--- src/rtl/alu_pkg.sv ---
// constants, operation codes and reset values for the accumulator datapath
// assumes: one core clock, the instruction decoder drives the op code
`default_nettype none
package alu_pkg;
    localparam int          DATA_W      = 8;        // operand and result width
    localparam logic [7:0]  ACC_RESET   = 8'h00;    // accumulator after reset
    localparam logic        CARRY_RESET = 1'b0;     // carry flag after reset
    localparam int          RD_LATENCY  = 1;        // memory data one cycle after read

    // instruction codes handled by this datapath
    typedef enum logic [3:0] {
        OP_ADC_AM  = 4'h0,  // acc <- acc + mem + carry
        OP_ADC_MA  = 4'h1,  // mem <- acc + mem + carry
        OP_ADD_AM  = 4'h2,  // acc <- acc + mem
        OP_ADD_MA  = 4'h3,  // mem <- acc + mem
        OP_BANK_ZERO_ADD_TO_MEMORY_OP   = 4'h4,  // bank_zero_add_to_memory_op
        OP_ADD_AI  = 4'h5,  // acc <- acc + imm
        OP_SBC_AM  = 4'h6,  // subtract_with_borrow_op into acc
        OP_SBC_MA  = 4'h7,  // subtract_with_borrow_op into mem
        OP_SUB_AM  = 4'h8,  // acc <- acc - mem
        OP_SUB_MA  = 4'h9,  // mem <- acc - mem
        OP_SUB_AI  = 4'ha,  // acc <- acc - imm
        OP_AND_AM  = 4'hb,  // acc <- acc & mem
        OP_AND_MA  = 4'hc,  // mem <- acc & mem
        OP_AND_AI  = 4'hd,  // acc <- acc & imm
        OP_OR_MA   = 4'he   // mem <- acc | mem
    } opcode_t;

    // arithmetic function of the core
    typedef enum logic [2:0] {
        FN_ADD = 3'h0,
        FN_ADC = 3'h1,
        FN_SUB = 3'h2,
        FN_SBC = 3'h3,
        FN_AND = 3'h4,
        FN_OR  = 3'h5
    } aluFn_t;

    // sequencer states, one-hot
    typedef enum logic [2:0] {
        ST_IDLE = 3'b001,
        ST_READ = 3'b010,
        ST_EXEC = 3'b100
    } state_t;
endpackage
`default_nettype wire

--- src/rtl/accumulator_alu.sv ---
// accumulator, carry flag and memory-operand sequencer of the 8-bit core
// assumes: memory returns read data one cycle after memRdEn, same clock,
// and the decoder holds no op while busy is high
`default_nettype none
// Behaviour
// RULE1 - add-with-carry memory operand into accumulator
// RULE2 - addition sets carry on overflow, else clears
// RULE3 - add-to-memory writes sum back to memory
// RULE4 - bank-zero add reads and writes bank zero
// RULE5 - immediate add result goes to accumulator
// RULE6 - subtract-with-borrow uses inverted carry as borrow
// RULE7 - subtraction clears carry on borrow, else sets
// RULE8 - subtract-to-memory writes difference to memory
// RULE9 - immediate subtract result kept in accumulator
// RULE10 - immediate AND updates accumulator
// RULE11 - AND-to-memory writes AND to memory
// RULE12 - OR-to-memory writes OR to memory
// RULE13 - logic ops keep carry, unsigned bytes
module accumulator_alu #(
    parameter int ADDR_W = 8,   // data memory address width
    parameter int BANK_W = 2    // bank select width
) (
    // clock and reset
    input  wire logic                clk_sys,
    input  wire logic                reset_n,
    // op request from the decoder
    input  wire logic                opValid,
    input  wire alu_pkg::opcode_t    opCode,
    input  wire logic [7:0]          opImm,
    input  wire logic [ADDR_W-1:0]   opAddr,
    input  wire logic [BANK_W-1:0]   curBank,
    // direct accumulator and flag writes from other instructions
    input  wire logic                accWrEn,
    input  wire logic [7:0]          accWrData,
    input  wire logic                carryWrEn,
    input  wire logic                carryWrData,
    // data memory
    output logic                     memRdEn,
    output logic                     memWrEn,
    output logic [ADDR_W-1:0]        memAddr,
    output logic [BANK_W-1:0]        memBank,
    output logic [7:0]               memWrData,
    input  wire logic [7:0]          memRdData,
    // state
    output logic [7:0]               accOut,
    output logic                     carryOut,
    output logic                     busy,
    output logic                     done
);
    alu_pkg::state_t  state_reg;      // sequencer state
    alu_pkg::opcode_t op_reg;         // op being executed
    logic [7:0]       imm_reg;        // latched immediate
    logic [7:0]       acc_reg;        // accumulator
    logic             carry_reg;      // carry flag
    logic             isImm;          // operand from immediate
    logic             toMem;          // result to memory
    alu_pkg::aluFn_t  fn;             // decoded function
    logic [7:0]       opB;            // second operand
    logic [7:0]       aluRes;         // combinational result
    logic             aluCarry;       // combinational carry
    logic             accept;         // request taken this cycle

    assign accept = opValid && state_reg == alu_pkg::ST_IDLE;

    // decode of the latched op
    always_comb begin
        isImm = 1'b0;
        toMem = 1'b0;
        fn    = alu_pkg::FN_ADD;
        unique case (op_reg)
            alu_pkg::OP_ADC_AM: fn = alu_pkg::FN_ADC;
            alu_pkg::OP_ADC_MA: begin
                fn    = alu_pkg::FN_ADC;
                toMem = 1'b1;
            end
            alu_pkg::OP_ADD_AM: fn = alu_pkg::FN_ADD;
            alu_pkg::OP_ADD_MA: toMem = 1'b1;  // RULE3
            alu_pkg::OP_BANK_ZERO_ADD_TO_MEMORY_OP:  toMem = 1'b1;  // RULE4
            alu_pkg::OP_ADD_AI: isImm = 1'b1;  // RULE5
            alu_pkg::OP_SBC_AM: fn = alu_pkg::FN_SBC;  // RULE6
            alu_pkg::OP_SBC_MA: begin
                fn    = alu_pkg::FN_SBC;
                toMem = 1'b1;
            end
            alu_pkg::OP_SUB_AM: fn = alu_pkg::FN_SUB;
            alu_pkg::OP_SUB_MA: begin
                fn    = alu_pkg::FN_SUB;
                toMem = 1'b1;  // RULE8
            end
            alu_pkg::OP_SUB_AI: begin
                fn    = alu_pkg::FN_SUB;
                isImm = 1'b1;  // RULE9
            end
            alu_pkg::OP_AND_AM: fn = alu_pkg::FN_AND;
            alu_pkg::OP_AND_MA: begin
                fn    = alu_pkg::FN_AND;
                toMem = 1'b1;  // RULE11
            end
            alu_pkg::OP_AND_AI: begin
                fn    = alu_pkg::FN_AND;
                isImm = 1'b1;  // RULE10
            end
            alu_pkg::OP_OR_MA: begin
                fn    = alu_pkg::FN_OR;
                toMem = 1'b1;  // RULE12
            end
            default: fn = alu_pkg::FN_ADD;
        endcase
    end

    // operand select: immediate or returned memory byte
    assign opB = isImm ? imm_reg : memRdData;

    alu_core #(
        .WIDTH (alu_pkg::DATA_W)
    ) u_core (
        .opA      (acc_reg),
        .opB      (opB),
        .carryIn  (carry_reg),
        .fn       (fn),
        .result   (aluRes),
        .carryOut (aluCarry)
    );

    // sequencer: idle, memory read, execute
    always_ff @(posedge clk_sys or negedge reset_n) begin
        if (!reset_n) begin
            state_reg <= alu_pkg::ST_IDLE;
        end else begin
            unique case (state_reg)
                alu_pkg::ST_IDLE: begin
                    // immediate forms skip the read
                    if (accept && (opCode == alu_pkg::OP_ADD_AI ||
                                   opCode == alu_pkg::OP_SUB_AI ||
                                   opCode == alu_pkg::OP_AND_AI)) begin
                        state_reg <= alu_pkg::ST_EXEC;
                    end else if (accept) begin
                        state_reg <= alu_pkg::ST_READ;
                    end
                end
                alu_pkg::ST_READ: state_reg <= alu_pkg::ST_EXEC;
                alu_pkg::ST_EXEC: state_reg <= alu_pkg::ST_IDLE;
                default:          state_reg <= alu_pkg::ST_IDLE;
            endcase
        end
    end

    // op, immediate, address and bank latched on acceptance
    always_ff @(posedge clk_sys or negedge reset_n) begin
        if (!reset_n) begin
            op_reg  <= alu_pkg::OP_ADD_AM;
            imm_reg <= 8'h00;
            memAddr <= '0;
            memBank <= '0;
        end else if (accept) begin
            op_reg  <= opCode;
            imm_reg <= opImm;
            memAddr <= opAddr;
            // bank-zero form ignores the current bank
            memBank <= (opCode == alu_pkg::OP_BANK_ZERO_ADD_TO_MEMORY_OP) ? '0 : curBank;  // RULE4
        end
    end

    // read strobe high for exactly the read state
    always_ff @(posedge clk_sys or negedge reset_n) begin
        if (!reset_n) begin
            memRdEn <= 1'b0;
        end else begin
            memRdEn <= accept && !(opCode == alu_pkg::OP_ADD_AI ||
                                   opCode == alu_pkg::OP_SUB_AI ||
                                   opCode == alu_pkg::OP_AND_AI);
        end
    end

    // memory write-back, one cycle after execute
    always_ff @(posedge clk_sys or negedge reset_n) begin
        if (!reset_n) begin
            memWrEn   <= 1'b0;
            memWrData <= 8'h00;
        end else begin
            memWrEn <= state_reg == alu_pkg::ST_EXEC && toMem;
            if (state_reg == alu_pkg::ST_EXEC && toMem) begin
                memWrData <= aluRes;  // RULE3 RULE8 RULE11 RULE12
            end
        end
    end

    // accumulator: execute wins over a direct write
    always_ff @(posedge clk_sys or negedge reset_n) begin
        if (!reset_n) begin
            acc_reg <= alu_pkg::ACC_RESET;
        end else if (state_reg == alu_pkg::ST_EXEC) begin
            if (!toMem) begin
                acc_reg <= aluRes;  // RULE1 RULE5 RULE9 RULE10
            end
        end else if (accWrEn) begin
            acc_reg <= accWrData;
        end
    end

    // carry flag: updated by arithmetic, held by logic ops
    always_ff @(posedge clk_sys or negedge reset_n) begin
        if (!reset_n) begin
            carry_reg <= alu_pkg::CARRY_RESET;
        end else if (state_reg == alu_pkg::ST_EXEC) begin
            carry_reg <= aluCarry;  // RULE2 RULE7 RULE13
        end else if (carryWrEn) begin
            carry_reg <= carryWrData;
        end
    end

    // status outputs
    always_ff @(posedge clk_sys or negedge reset_n) begin
        if (!reset_n) begin
            busy <= 1'b0;
            done <= 1'b0;
        end else begin
            busy <= accept || state_reg == alu_pkg::ST_READ;
            done <= state_reg == alu_pkg::ST_EXEC;
        end
    end

    assign accOut   = acc_reg;
    assign carryOut = carry_reg;

    // independent reference values for checking
    logic       exec;
    logic [8:0] expSum;
    logic [8:0] expDiff;
    assign exec    = state_reg == alu_pkg::ST_EXEC;
    assign expSum  = {1'b0, acc_reg} + {1'b0, opB} +
                     {8'h00, (op_reg == alu_pkg::OP_ADC_AM || op_reg == alu_pkg::OP_ADC_MA)
                             && carry_reg};
    assign expDiff = {1'b0, acc_reg} - {1'b0, opB} -
                     {8'h00, (op_reg == alu_pkg::OP_SBC_AM || op_reg == alu_pkg::OP_SBC_MA)
                             && !carry_reg};
endmodule
`default_nettype wire

--- src/rtl/alu_core.sv ---
// combinational 8-bit add/subtract/logic unit with carry in and out
// assumes: caller registers the result and the carry
`default_nettype none
module alu_core #(
    parameter int WIDTH = 8
) (
    // operands
    input  wire logic [WIDTH-1:0] opA,
    input  wire logic [WIDTH-1:0] opB,
    input  wire logic             carryIn,
    input  wire alu_pkg::aluFn_t  fn,
    // results
    output logic      [WIDTH-1:0] result,
    output logic                  carryOut
);
    logic [WIDTH:0] wide;   // sum with carry bit

    // subtract is acc + ~b + 1; carry out set means no borrow
    always_comb begin
        wide     = '0;
        result   = '0;
        carryOut = carryIn;
        unique case (fn)
            alu_pkg::FN_ADD: begin
                wide = {1'b0, opA} + {1'b0, opB};  // RULE5
            end
            alu_pkg::FN_ADC: begin
                wide = {1'b0, opA} + {1'b0, opB} + {{WIDTH{1'b0}}, carryIn};  // RULE1
            end
            alu_pkg::FN_SUB: begin
                wide = {1'b0, opA} + {1'b0, ~opB} + {{WIDTH{1'b0}}, 1'b1};  // RULE9
            end
            alu_pkg::FN_SBC: begin
                // clear carry acts as one borrow in
                wide = {1'b0, opA} + {1'b0, ~opB} + {{WIDTH{1'b0}}, carryIn};  // RULE6
            end
            alu_pkg::FN_AND: begin
                wide = {1'b0, opA & opB};  // RULE10
            end
            alu_pkg::FN_OR: begin
                wide = {1'b0, opA | opB};  // RULE12
            end
            default: begin
                wide = '0;
            end
        endcase
        result = wide[WIDTH-1:0];
        // logic ops keep the flag
        if (fn != alu_pkg::FN_AND && fn != alu_pkg::FN_OR) begin
            carryOut = wide[WIDTH];  // RULE2 RULE7
        end
    end
endmodule
`default_nettype wire

--- config.mk ---
export PLATFORM = sky130hd
export DESIGN_NAME = accumulator_alu
export DESIGN_NICKNAME = d
export VERILOG_FILES = /design/src/rtl/alu_pkg.sv /design/src/rtl/accumulator_alu.sv /design/src/rtl/alu_core.sv
export SDC_FILE = /design/constraint.sdc
export NUM_CORES = 1
export LEC_CHECK = 0
export BUFFER_PORTS_ARGS = -buffer_cell sky130_fd_sc_hd__buf_2
export CELL_PAD_IN_SITES_DETAIL_PLACEMENT = 2
export CELL_PAD_IN_SITES_GLOBAL_PLACEMENT = 2
export CORE_ASPECT_RATIO = 1.25
export CORE_MARGIN = 10
export CORE_UTILIZATION = 36
export DETAILED_ROUTE_END_ITERATION = 16
export PLACE_DENSITY = 0.84
export SETUP_SLACK_MARGIN = 0.4
export SYNTH_ARGS = -nofsm -noshare
export SYNTH_HDL_FRONTEND = slang
export SYNTH_HIERARCHICAL = 1
export SYNTH_SLANG_ARGS = --single-unit
--- constraint.sdc ---
create_clock -name clk_sys -period 7.76 [get_ports clk_sys]
set_input_delay 1.552 -clock clk_sys [delete_from_list [all_inputs] [get_ports clk_sys]]
set_output_delay 1.552 -clock clk_sys [all_outputs]
set_load 0.02 [all_outputs]
Word level (Yosys, flattened, before mapping)
Cells that the tools add are included.
W data, S select, Z words.
- output and inout bits: 31
- input port bits: 44
- register bits: 46
- add/sub/neg operators: 5
- reductions and logical operators: 21
- eq/ne operators: 30
- muxes and demuxes: 15
- bitwise operators: 3
- operator list (kind ; count):
    $pmux W9 S6 ; 1
    $eq A4 B4 Y1 const B ; 9
    $mux W8 ; 4
    $eq A4 B3 Y1 const B ; 6
    $add A8 B8 Y9 ; 2
    $add A9 B1 Y9 ; 2
    $pmux W3 S5 ; 1
    $add A9 B1 Y9 const B ; 1
    $eq A3 B2 Y1 const B ; 3
    $eq A3 B3 Y1 const B ; 3
    $reduce_or A3 Y1 ; 3
    $and A8 B8 Y8 ; 1
    $not A8 Y8 ; 1
    $or A8 B8 Y8 ; 1
    $reduce_or A7 Y1 ; 1
    $eq A3 B1 Y1 const B ; 2
    $mux W3 ; 2
    $ne A3 B3 Y1 const B ; 2
    $pmux W3 S2 ; 1
    $logic_and A1 B1 Y1 ; 5
    $mux W1 ; 5
    $eq A4 B1 Y1 const B ; 1
    $eq A4 B2 Y1 const B ; 1
    $logic_not A4 Y1 ; 1
    10 further kinds ; 15

Logic depth before layout (Yosys ltp)
Gate-level depths: netlist of the first run.
- depth after elaboration: 10
- mapped depth: 17
- mapped depth without buffers: 16

Hierarchy
Netlist of the first run, hierarchy kept.
- modules (own cells, without submodules) (module ; area each (um2) ; cells each ; instances):
    accumulator_alu ; 2013.2 ; 198 ; 1
    alu_core ; 1835.5 ; 246 ; 1

Worst setup path after synthesis of the first run
OpenSTA, ideal clock, no wires.
- path type: input to register
- start: in memRdData[0]
- end: reg acc_reg[7] (netlist: accOut[7])
- path buffers: 0
- path slack: 3.489 ns
- stages on the path: 13
- arrival time: 4.142 ns
- cell sequence: mux2_2 > ha_1 > fa_1 > a211oi_1 > nor3_1 > nor2b_1 > nand4_1 > nor3b_1 > a21oi_1 > xnor2_1 > o221ai_1 > o32ai_1 > a21oi_1
- longest elaborated chain between the ends: 7
- elaborated cells between the ends (all ways): 10
- classes of those cells: add/sub: 5; mux: 4; bitwise: 1
- RTL lines (what ; line ; source):
    from (decl) ; accumulator_alu.sv:43 ; input wire logic [7:0] memRdData,
    $mux W8 (*) ; accumulator_alu.sv:112 ; assign opB = isImm ? imm_reg : memRdData;
    $not A8 Y8 ; alu_core.sv:31, alu_core.sv:35 ;
    $add A8 B8 Y9 ; alu_core.sv:31, alu_core.sv:35 ;
    $add A9 B1 Y9, on equally long branches ; alu_core.sv:35, alu_core.sv:31 ;
    $pmux W9 S6 (*) ; alu_core.sv:23 ; unique case (fn)
    via aluRes[7] ; accumulator_alu.sv:59 ; logic [7:0] aluRes;
    $mux W8 (*) ; accumulator_alu.sv:193 ; if (!toMem) begin
    $mux W8 (*) ; accumulator_alu.sv:192 ; end else if (state_reg == alu_pkg::ST_EXEC) begin
    to (signal assigned) ; accumulator_alu.sv:191 ; acc_reg <= alu_pkg::ACC_RESET;
    to (signal assigned) ; accumulator_alu.sv:194 ; acc_reg <= aluRes;
    to (signal assigned) ; accumulator_alu.sv:197 ; acc_reg <= accWrData;
    to (decl) ; accumulator_alu.sv:53 ; logic [7:0] acc_reg;
The timed path passes the listed nets; every way through them passes the cells marked *. The select of a mux whose other input is x is not followed.
A chain may end at the register's enable or synchronous reset.

Final worst setup path of the first run
- start: reg op_reg[1]
- end: reg acc_reg[7] (netlist: accOut[7])
- longest elaborated chain between the ends: 10
- elaborated cells between the ends (all ways): 43
- classes of those cells: add/sub: 5; eq/ne: 19; mux: 7; bitwise: 3; reduce/logical: 9
- RTL lines (what ; line ; source):
    from (decl) ; accumulator_alu.sv:51 ; alu_pkg::opcode_t op_reg;
    from (signal assigned) ; accumulator_alu.sv:151 ; op_reg <= alu_pkg::OP_ADD_AM;
    from (signal assigned) ; accumulator_alu.sv:156 ; op_reg <= opCode;
    $eq A4 B4 Y1 / $eq A4 B3 Y1 (equally long branches) ; accumulator_alu.sv:70 ; unique case (op_reg)
    $reduce_or A3 Y1 (no line) (*) ; n/a ;
    $mux W1 (*) ; accumulator_alu.sv:70 ;
    $mux W8 (*) ; accumulator_alu.sv:112 ;
    via opB[0] ; accumulator_alu.sv:58 ; logic [7:0] opB;
    $not A8 Y8 ; alu_core.sv:31, alu_core.sv:35 ;
    $add A8 B8 Y9 ; alu_core.sv:31, alu_core.sv:35 ;
    $add A9 B1 Y9, on equally long branches ; alu_core.sv:35, alu_core.sv:31 ;
    $pmux W9 S6 (*) ; alu_core.sv:23 ;
    via aluRes[7] ; accumulator_alu.sv:59 ;
    $mux W8 (*) ; accumulator_alu.sv:193 ;
    $mux W8 (*) ; accumulator_alu.sv:192 ;
Marked as above.

==> results of run 1 <==
[logic make-up (layout without fill, tap and decap cells)]
logic type               count (synthesis)  after routing
XOR/XNOR                                26             26
buffers and inverters                   58            122
flip-flops                              46             46
multiplexers                            29             29
AND/OR/NAND/NOR                        168            168
AO/OA/AOI/OAI                           86             86
adder cells (fa/ha/maj)                 31             31
[worst max-delay path by stage]
stage                      to  slack [ns]
floorplan           accOut[7]        3.49
global placement    accOut[7]        3.11
detailed placement  accOut[7]        2.85
CTS                 accOut[7]        3.11
global route        accOut[7]        2.75
finish              accOut[7]        3.07
[cells in the mapped netlist (4+ instances only)]
library cell	instances
a21oi_1	19
buf_6	4
clkbuf_1	11
dfrtp_1	44
ha_1	29
inv_1	35
mux2_2	16
mux2i_1	11
nand2_1	78
nand2b_1	9
nand3_1	12
nand3b_1	4
nor2_1	23
nor2b_1	5
nor3b_1	4
o21ai_0	17
o221ai_1	5
o22ai_1	5
o32ai_1	8
xnor2_1	20
xor2_1	5
[power groups by stage]
stage | clock network [mW] | logic [mW] | registers [mW]
final | 0.209 | 1.53 | 0.417
after global routing | 0.227 | 1.71 | 0.434
after CTS | 0.215 | 1.55 | 0.419
after detailed placement | 0 | 1.52 | 0.420
after global placement | 0 | 1.46 | 0.411
after floorplan | 0 | 1.08 | 0.461
[worst register-to-register path, stage by stage, from the launching register on]
cell	delay (ns)
dfstp_2	0.60
and3b_2	0.26
nor2_2	0.37
mux2_2	0.43
ha_1	0.25
fa_1	0.45
a211oi_1	0.34
nor3_1	0.19
nor2b_1	0.32
nand4_1	0.21
nor3b_1	0.28
a21oi_1	0.09
xnor2_1	0.19
o221ai_1	0.18
o32ai_1	0.35
a21oi_1	0.07
[cell type report]
cell class	instances	area [µm²]
fill	1239	6080
multi-input combinational	340	2430
sequential	46	1150
timing repair buffer	77	393
tap	132	165
inverter	37	139
clock buffer	6	129
clock inverter	2	13.8
[through the flow]
step                      power (mW)  worst slack [ns]  area (µm²)  util [%]  hold WS [ns]
after floorplan                 1.54              3.49        3850         -         0.442
after global placement          1.87              3.11        4280      40.8         0.453
after detailed placement        1.94              2.85        4280      40.8         0.462
after CTS                       2.18              3.11        4430      42.1         0.477
after global routing            2.37              2.75        4430      42.1         0.504
final                           2.16              3.07        4430      42.1         0.474
[layer usage]
layer / GRT usage, % / wire length [µm] / vias up
li1: - / - / 1650
met1: 16.7 / 4590 / 1744
met2: 32.0 / 6880 / 85
met3: 4.17 / 664 / 26
met4: 7.13 / 470 / 0
met5: 0 / 0 / -
==> flow_summary.toml, run 1 <==
[critical_path]
reg2reg_to = "accOut[7]"
crit_type = "flip-flop to flip-flop"
crit_path_max_incr_delay_ns = 0.60
r2r_slack_ns = 3.07
r2r_cells = 15
worst_setup_path_end_kind = "flip-flop"
critPathTopFamily = "simple AND/OR/NAND/NOR gates"
critical_path.max_fanout = 8
worst-path-buf-inv = 0
cp_common_cell = "a21oi_1"
cp.depth = 15
startpoint = "op_reg[1]"
arrival_ns = 4.86
worstPathRequired_ns = 7.93
critPathSlowestCell = "dfstp_2"
r2r-start = "op_reg[1]"
cp-start-kind = "flip-flop"
cp_cell_sequence = "and3b_2, nor2_2, mux2_2, ha_1, fa_1, a211oi_1, nor3_1, nor2b_1, nand4_1, nor3b_1, a21oi_1, xnor2_1, o221ai_1, o32ai_1, a21oi_1"

[sta]
period_share_pct = 60.5
setup_violations = 0
period_needed_ns = 4.69
slew_headroom_pct = 32.3
fin_setup_tns_ns = 0
finalMaxSlewViolations = 0
hold_viol_final = 0
rsz0062_at_grt = "false"
max_freq_mhz = 213
tightest_slew_ns = 1.02
skew_ns = 0.00862

[placement]
dp_cells = 632
dp_hpwl_um = 10000
port_buffers = 74
routabilityCongestion = 0.918

[detailed_routing]
via_count = 3505
drc = 0
drtIter0Drc = 62
ant_nets = 0
routedWlPerCell_um = 19.7
firstDrtPassIters = 4
routed_via_density = 5.48
wirelength_um = 12600

[logic_synthesis]
synth_top_family_by_area = "simple AND/OR/NAND/NOR gates"
ys_warn_count = 6
synth_mux_area_share_pct = 8.49
synth-xor-area-share_pct = 6.11
synth_compound_area_share_pct = 16.3
synth_ff_type = "dfrtp_1"
ys_seq_elements = 46
synth_top_area_share_pct = 28.6
ys_types = 70
syn_nets = 519
avgSynthCellArea_um2 = 8.67
synth-simple-area-share_pct = 21.9
syn-cell-area_um2 = 3850
synth_cells = 444
synth-edff-count = 0
synth_adder_area_share_pct = 10.5
ys_top_cells_by_area = "dfrtp_1, ha_1, nand2_1"
yosysTopAreaCell = "dfrtp_1"
synthArstFlopShare_pct = 100
seq_area_frac_synth_pct = 30.0

[global_route]
grtUsageTotal_pct = 16.8
grt_pass1_wl_um = 21100
overflow = 0
grt_max_degree = 47
grt_pass1_vias = 4092
antenna_found_initial = 0

[final_layout]
final_layout_size_suffix_gt1_share_pct = 25.2
layout_common_cells = "nand2_1, buf_2, dfrtp_1, inv_1, ha_1"
layoutNonFillerInstCount = 640
n_antenna_cell = 0
syn_to_final_growth_pct = 15.0
nets = 582
layout_commonest_cell = "nand2_1"

[clock_tree]
clkLatencyLatePin_ns = 0.29
cts.sinks = 46
postCtsHoldBufs = 0
cts_root_buf = "clkbuf_16"
cts_tree = "built"
cts_buffers = 5
cts_setup_buffers = 0
htree_num_levels = 2
ctsResizeCount = 0
clockBufferDepth = 2
clk_pin_slew_ns = 0.07

[floorplan]
fp.coreArea_um2 = 10500
die_y_um = 136
die_w_um = 112
initial_core_util_pct = 36.6
die_area_um2 = 15300
ioPinCount = 75
rows = 42

[power]
clockPowerShare_pct = 9.7
combPwrFrac_pct = 71.0
swShare_pct = 51.9
power.leakage_nw = 2.12
peakVddDrop_mv = 0.166
powerDensity_nw_per_um2 = 488
internal-power_mw = 1.04
p_switching_mw = 1.12
power_frac_seq_pct = 19.3

[hold_path]
worstHoldPathType = "flip-flop to flip-flop"
hold_depth = 2
min_to = "memAddr[7]"
min_from = "memAddr[7]"

[run]
max_cap_viol_count = 0

[run_status]
run_status = "finished clean"
No activity file was read; power rests on OpenSTA's default activity.
==> run 2, diff against run 1 <==
--- a/config.mk
+++ b/config.mk
@@ -10,9 +10,9 @@
 export CELL_PAD_IN_SITES_GLOBAL_PLACEMENT = 2
 export CORE_ASPECT_RATIO = 1.25
 export CORE_MARGIN = 10
-export CORE_UTILIZATION = 36
+export CORE_UTILIZATION = 34
 export DETAILED_ROUTE_END_ITERATION = 16
-export PLACE_DENSITY = 0.84
+export PLACE_DENSITY = 0.8
 export SETUP_SLACK_MARGIN = 0.4
 export SYNTH_ARGS = -nofsm -noshare
 export SYNTH_HDL_FRONTEND = slang
==> constraint.sdc (replaced) <==
create_clock -name clk_sys -period 4.6 [get_ports clk_sys]
set_input_delay 0.92 -clock clk_sys [delete_from_list [all_inputs] [get_ports clk_sys]]
set_output_delay 0.92 -clock clk_sys [all_outputs]
set_load 0.02 [all_outputs]
==> flow_summary.toml, run 2 (synthesized netlist as in run 1, its figures left out) <==
[clock_tree]
htree_num_levels = 2
cts_root_buf = "clkbuf_16"
postCtsHoldBufs = 0
clk_pin_slew_ns = 0.07
cts.sinks = 46
clkLatencyLatePin_ns = 0.30
cts_buffers = 5
clockBufferDepth = 2
cts_tree = "built"

[global_route]
overflow = 0
met3_usage_pct = 4.46
grt_pass1_wl_um = 21100
top_usage_layer = "met2"
grt_util_met1_pct = 16.6
grtUsageTotal_pct = 16.4
antenna_found_initial = 1
grt_pass1_vias = 3990
grt_use_met2_pct = 30.7
grt_max_degree = 47

[power]
p_switching_mw = 1.96
swShare_pct = 50.5
combPwrFrac_pct = 71.4
finalPower_mw = 3.88
powerDensity_nw_per_um2 = 844
power_frac_seq_pct = 17.8
internal-power_mw = 1.92
peakVddDrop_mv = 0.289
clockPowerShare_pct = 10.9
power.leakage_nw = 2.19

[final_layout]
layoutNonFillerInstCount = 651
layout_commonest_cell = "nand2_1"
nets = 589
layout_common_cells = "nand2_1, buf_2, dfrtp_1, inv_1, ha_1"
postLayoutCellArea_um2 = 4600
final_util_pct = 41.5
final_layout_size_suffix_gt1_share_pct = 28.9
syn_to_final_growth_pct = 19.5

[detailed_routing]
via_count = 3513
routedWlPerCell_um = 20.5
routed_via_density = 5.40
drtIter0Drc = 83
wirelength_um = 13300
firstDrtPassIters = 4
drc = 0
ant_nets = 0

[critical_path]
crit_type = "flip-flop to flip-flop"
cp_cell_sequence = "and3b_2, nor2_2, buf_4, mux2_2, inv_2, ha_1, nor2b_4, o21ai_1, xnor2_1, buf_4, nand3_1, a21oi_1, xor2_1, o221ai_1, o32ai_1, a21oi_1"
crit_path_max_incr_delay_ns = 0.52
critical_path.max_fanout = 8
cp-start-kind = "flip-flop"
critPathSlowestCell = "dfstp_2"
worst_setup_path_end_kind = "flip-flop"
worstPathRequired_ns = 4.78
arrival_ns = 4.10

[placement]
place_area_um2 = 4320
preCtsSetupSlack_ns = 0.386
dp_hpwl_um = 10100
port_buffers = 74
routabilityCongestion = 0.814
dp_cells = 640

[hold_path]
worstHoldPathType = "flip-flop to flip-flop"

[floorplan]
fp.coreArea_um2 = 11100
die_y_um = 139
rows = 43
die_w_um = 115
die_area_um2 = 16000
initial_core_util_pct = 34.7
ioPinCount = 75

[sta]
rsz0062_at_grt = "false"
fin_hold_ws_ns = 0.476
period_needed_ns = 3.93
setup_violations = 0
fin_setup_tns_ns = 0
skew_ns = 0.00884
period_share_pct = 85.4
finalMaxSlewViolations = 0
tightest_slew_ns = 1.04
max_freq_mhz = 255
hold_viol_final = 0
slew_headroom_pct = 30.8
layout_setup_ws_ns = 0.671

[run]
max_cap_viol_count = 0

[run_status]
run_status = "finished clean"
[run 2: final cells by class]
type                    count  area [µm²]
multi-input cells         340        2520
repair buffers             84         445
well taps                 135         169
flip-flops and latches     46        1150
inverters                  37         139
clock buffers               5         125
fillers                  1288        6480
clock inverters             3        43.8
diodes                      1        2.50
[run 2: path summary, 6_finish.rpt]
| check | startpoint | to | slack [ns] | cells after the start |
|---|---|---|---|---|
| min in group asynchronous | reset_n | accOut[2] | 0.82 | 1 |
| setup / recovery | op_reg[1] | accOut[5] | 0.67 | 16 |
| hold reg to reg | memAddr[5] | memAddr[5] | 0.48 | 2 |
| hold / removal | memAddr[5] | memAddr[5] | 0.48 | 2 |
| max in group asynchronous | reset_n | imm_reg[5] | 3.15 | 1 |
| setup reg to reg | op_reg[1] | accOut[5] | 0.67 | 16 |
[run 2: repair_timing]
action,CTS,global route
hold endpoints to repair,0,0
pin swaps,0,4
cloned,0,0
setup buffers,0,2
endpoints found under the setup margin,2,8
resized for setup,2,16
[run 2: power by group through the flow]
stage	combinational (mW)	sequential, mW	clock (mW)
finish	2.77	0.691	0.421
global route	3.05	0.719	0.453
CTS	2.66	0.703	0.431
detailed placement	2.62	0.705	0
global placement	2.51	0.693	0
floorplan	1.83	0.777	0
[run 2: critical path: cells and delay by family (launching register included)]
family | cells | cell delay [ns]
flip-flops | 1 | 0.52
multiplexers | 1 | 0.39
AND/OR/NAND/NOR | 4 | 0.64
adder cells (fa/ha/maj) | 1 | 0.31
AO/OA/AOI/OAI | 5 | 0.91
XOR/XNOR | 2 | 0.54
buffers and inverters | 3 | 0.51
[run 2: per-layer routing]
metal / share of wire (%) / routed length [µm]
met1: 37 / 4960
met2: 56 / 7410
met3: 4.8 / 644
met4: 2.4 / 323
met5: 0 / 0
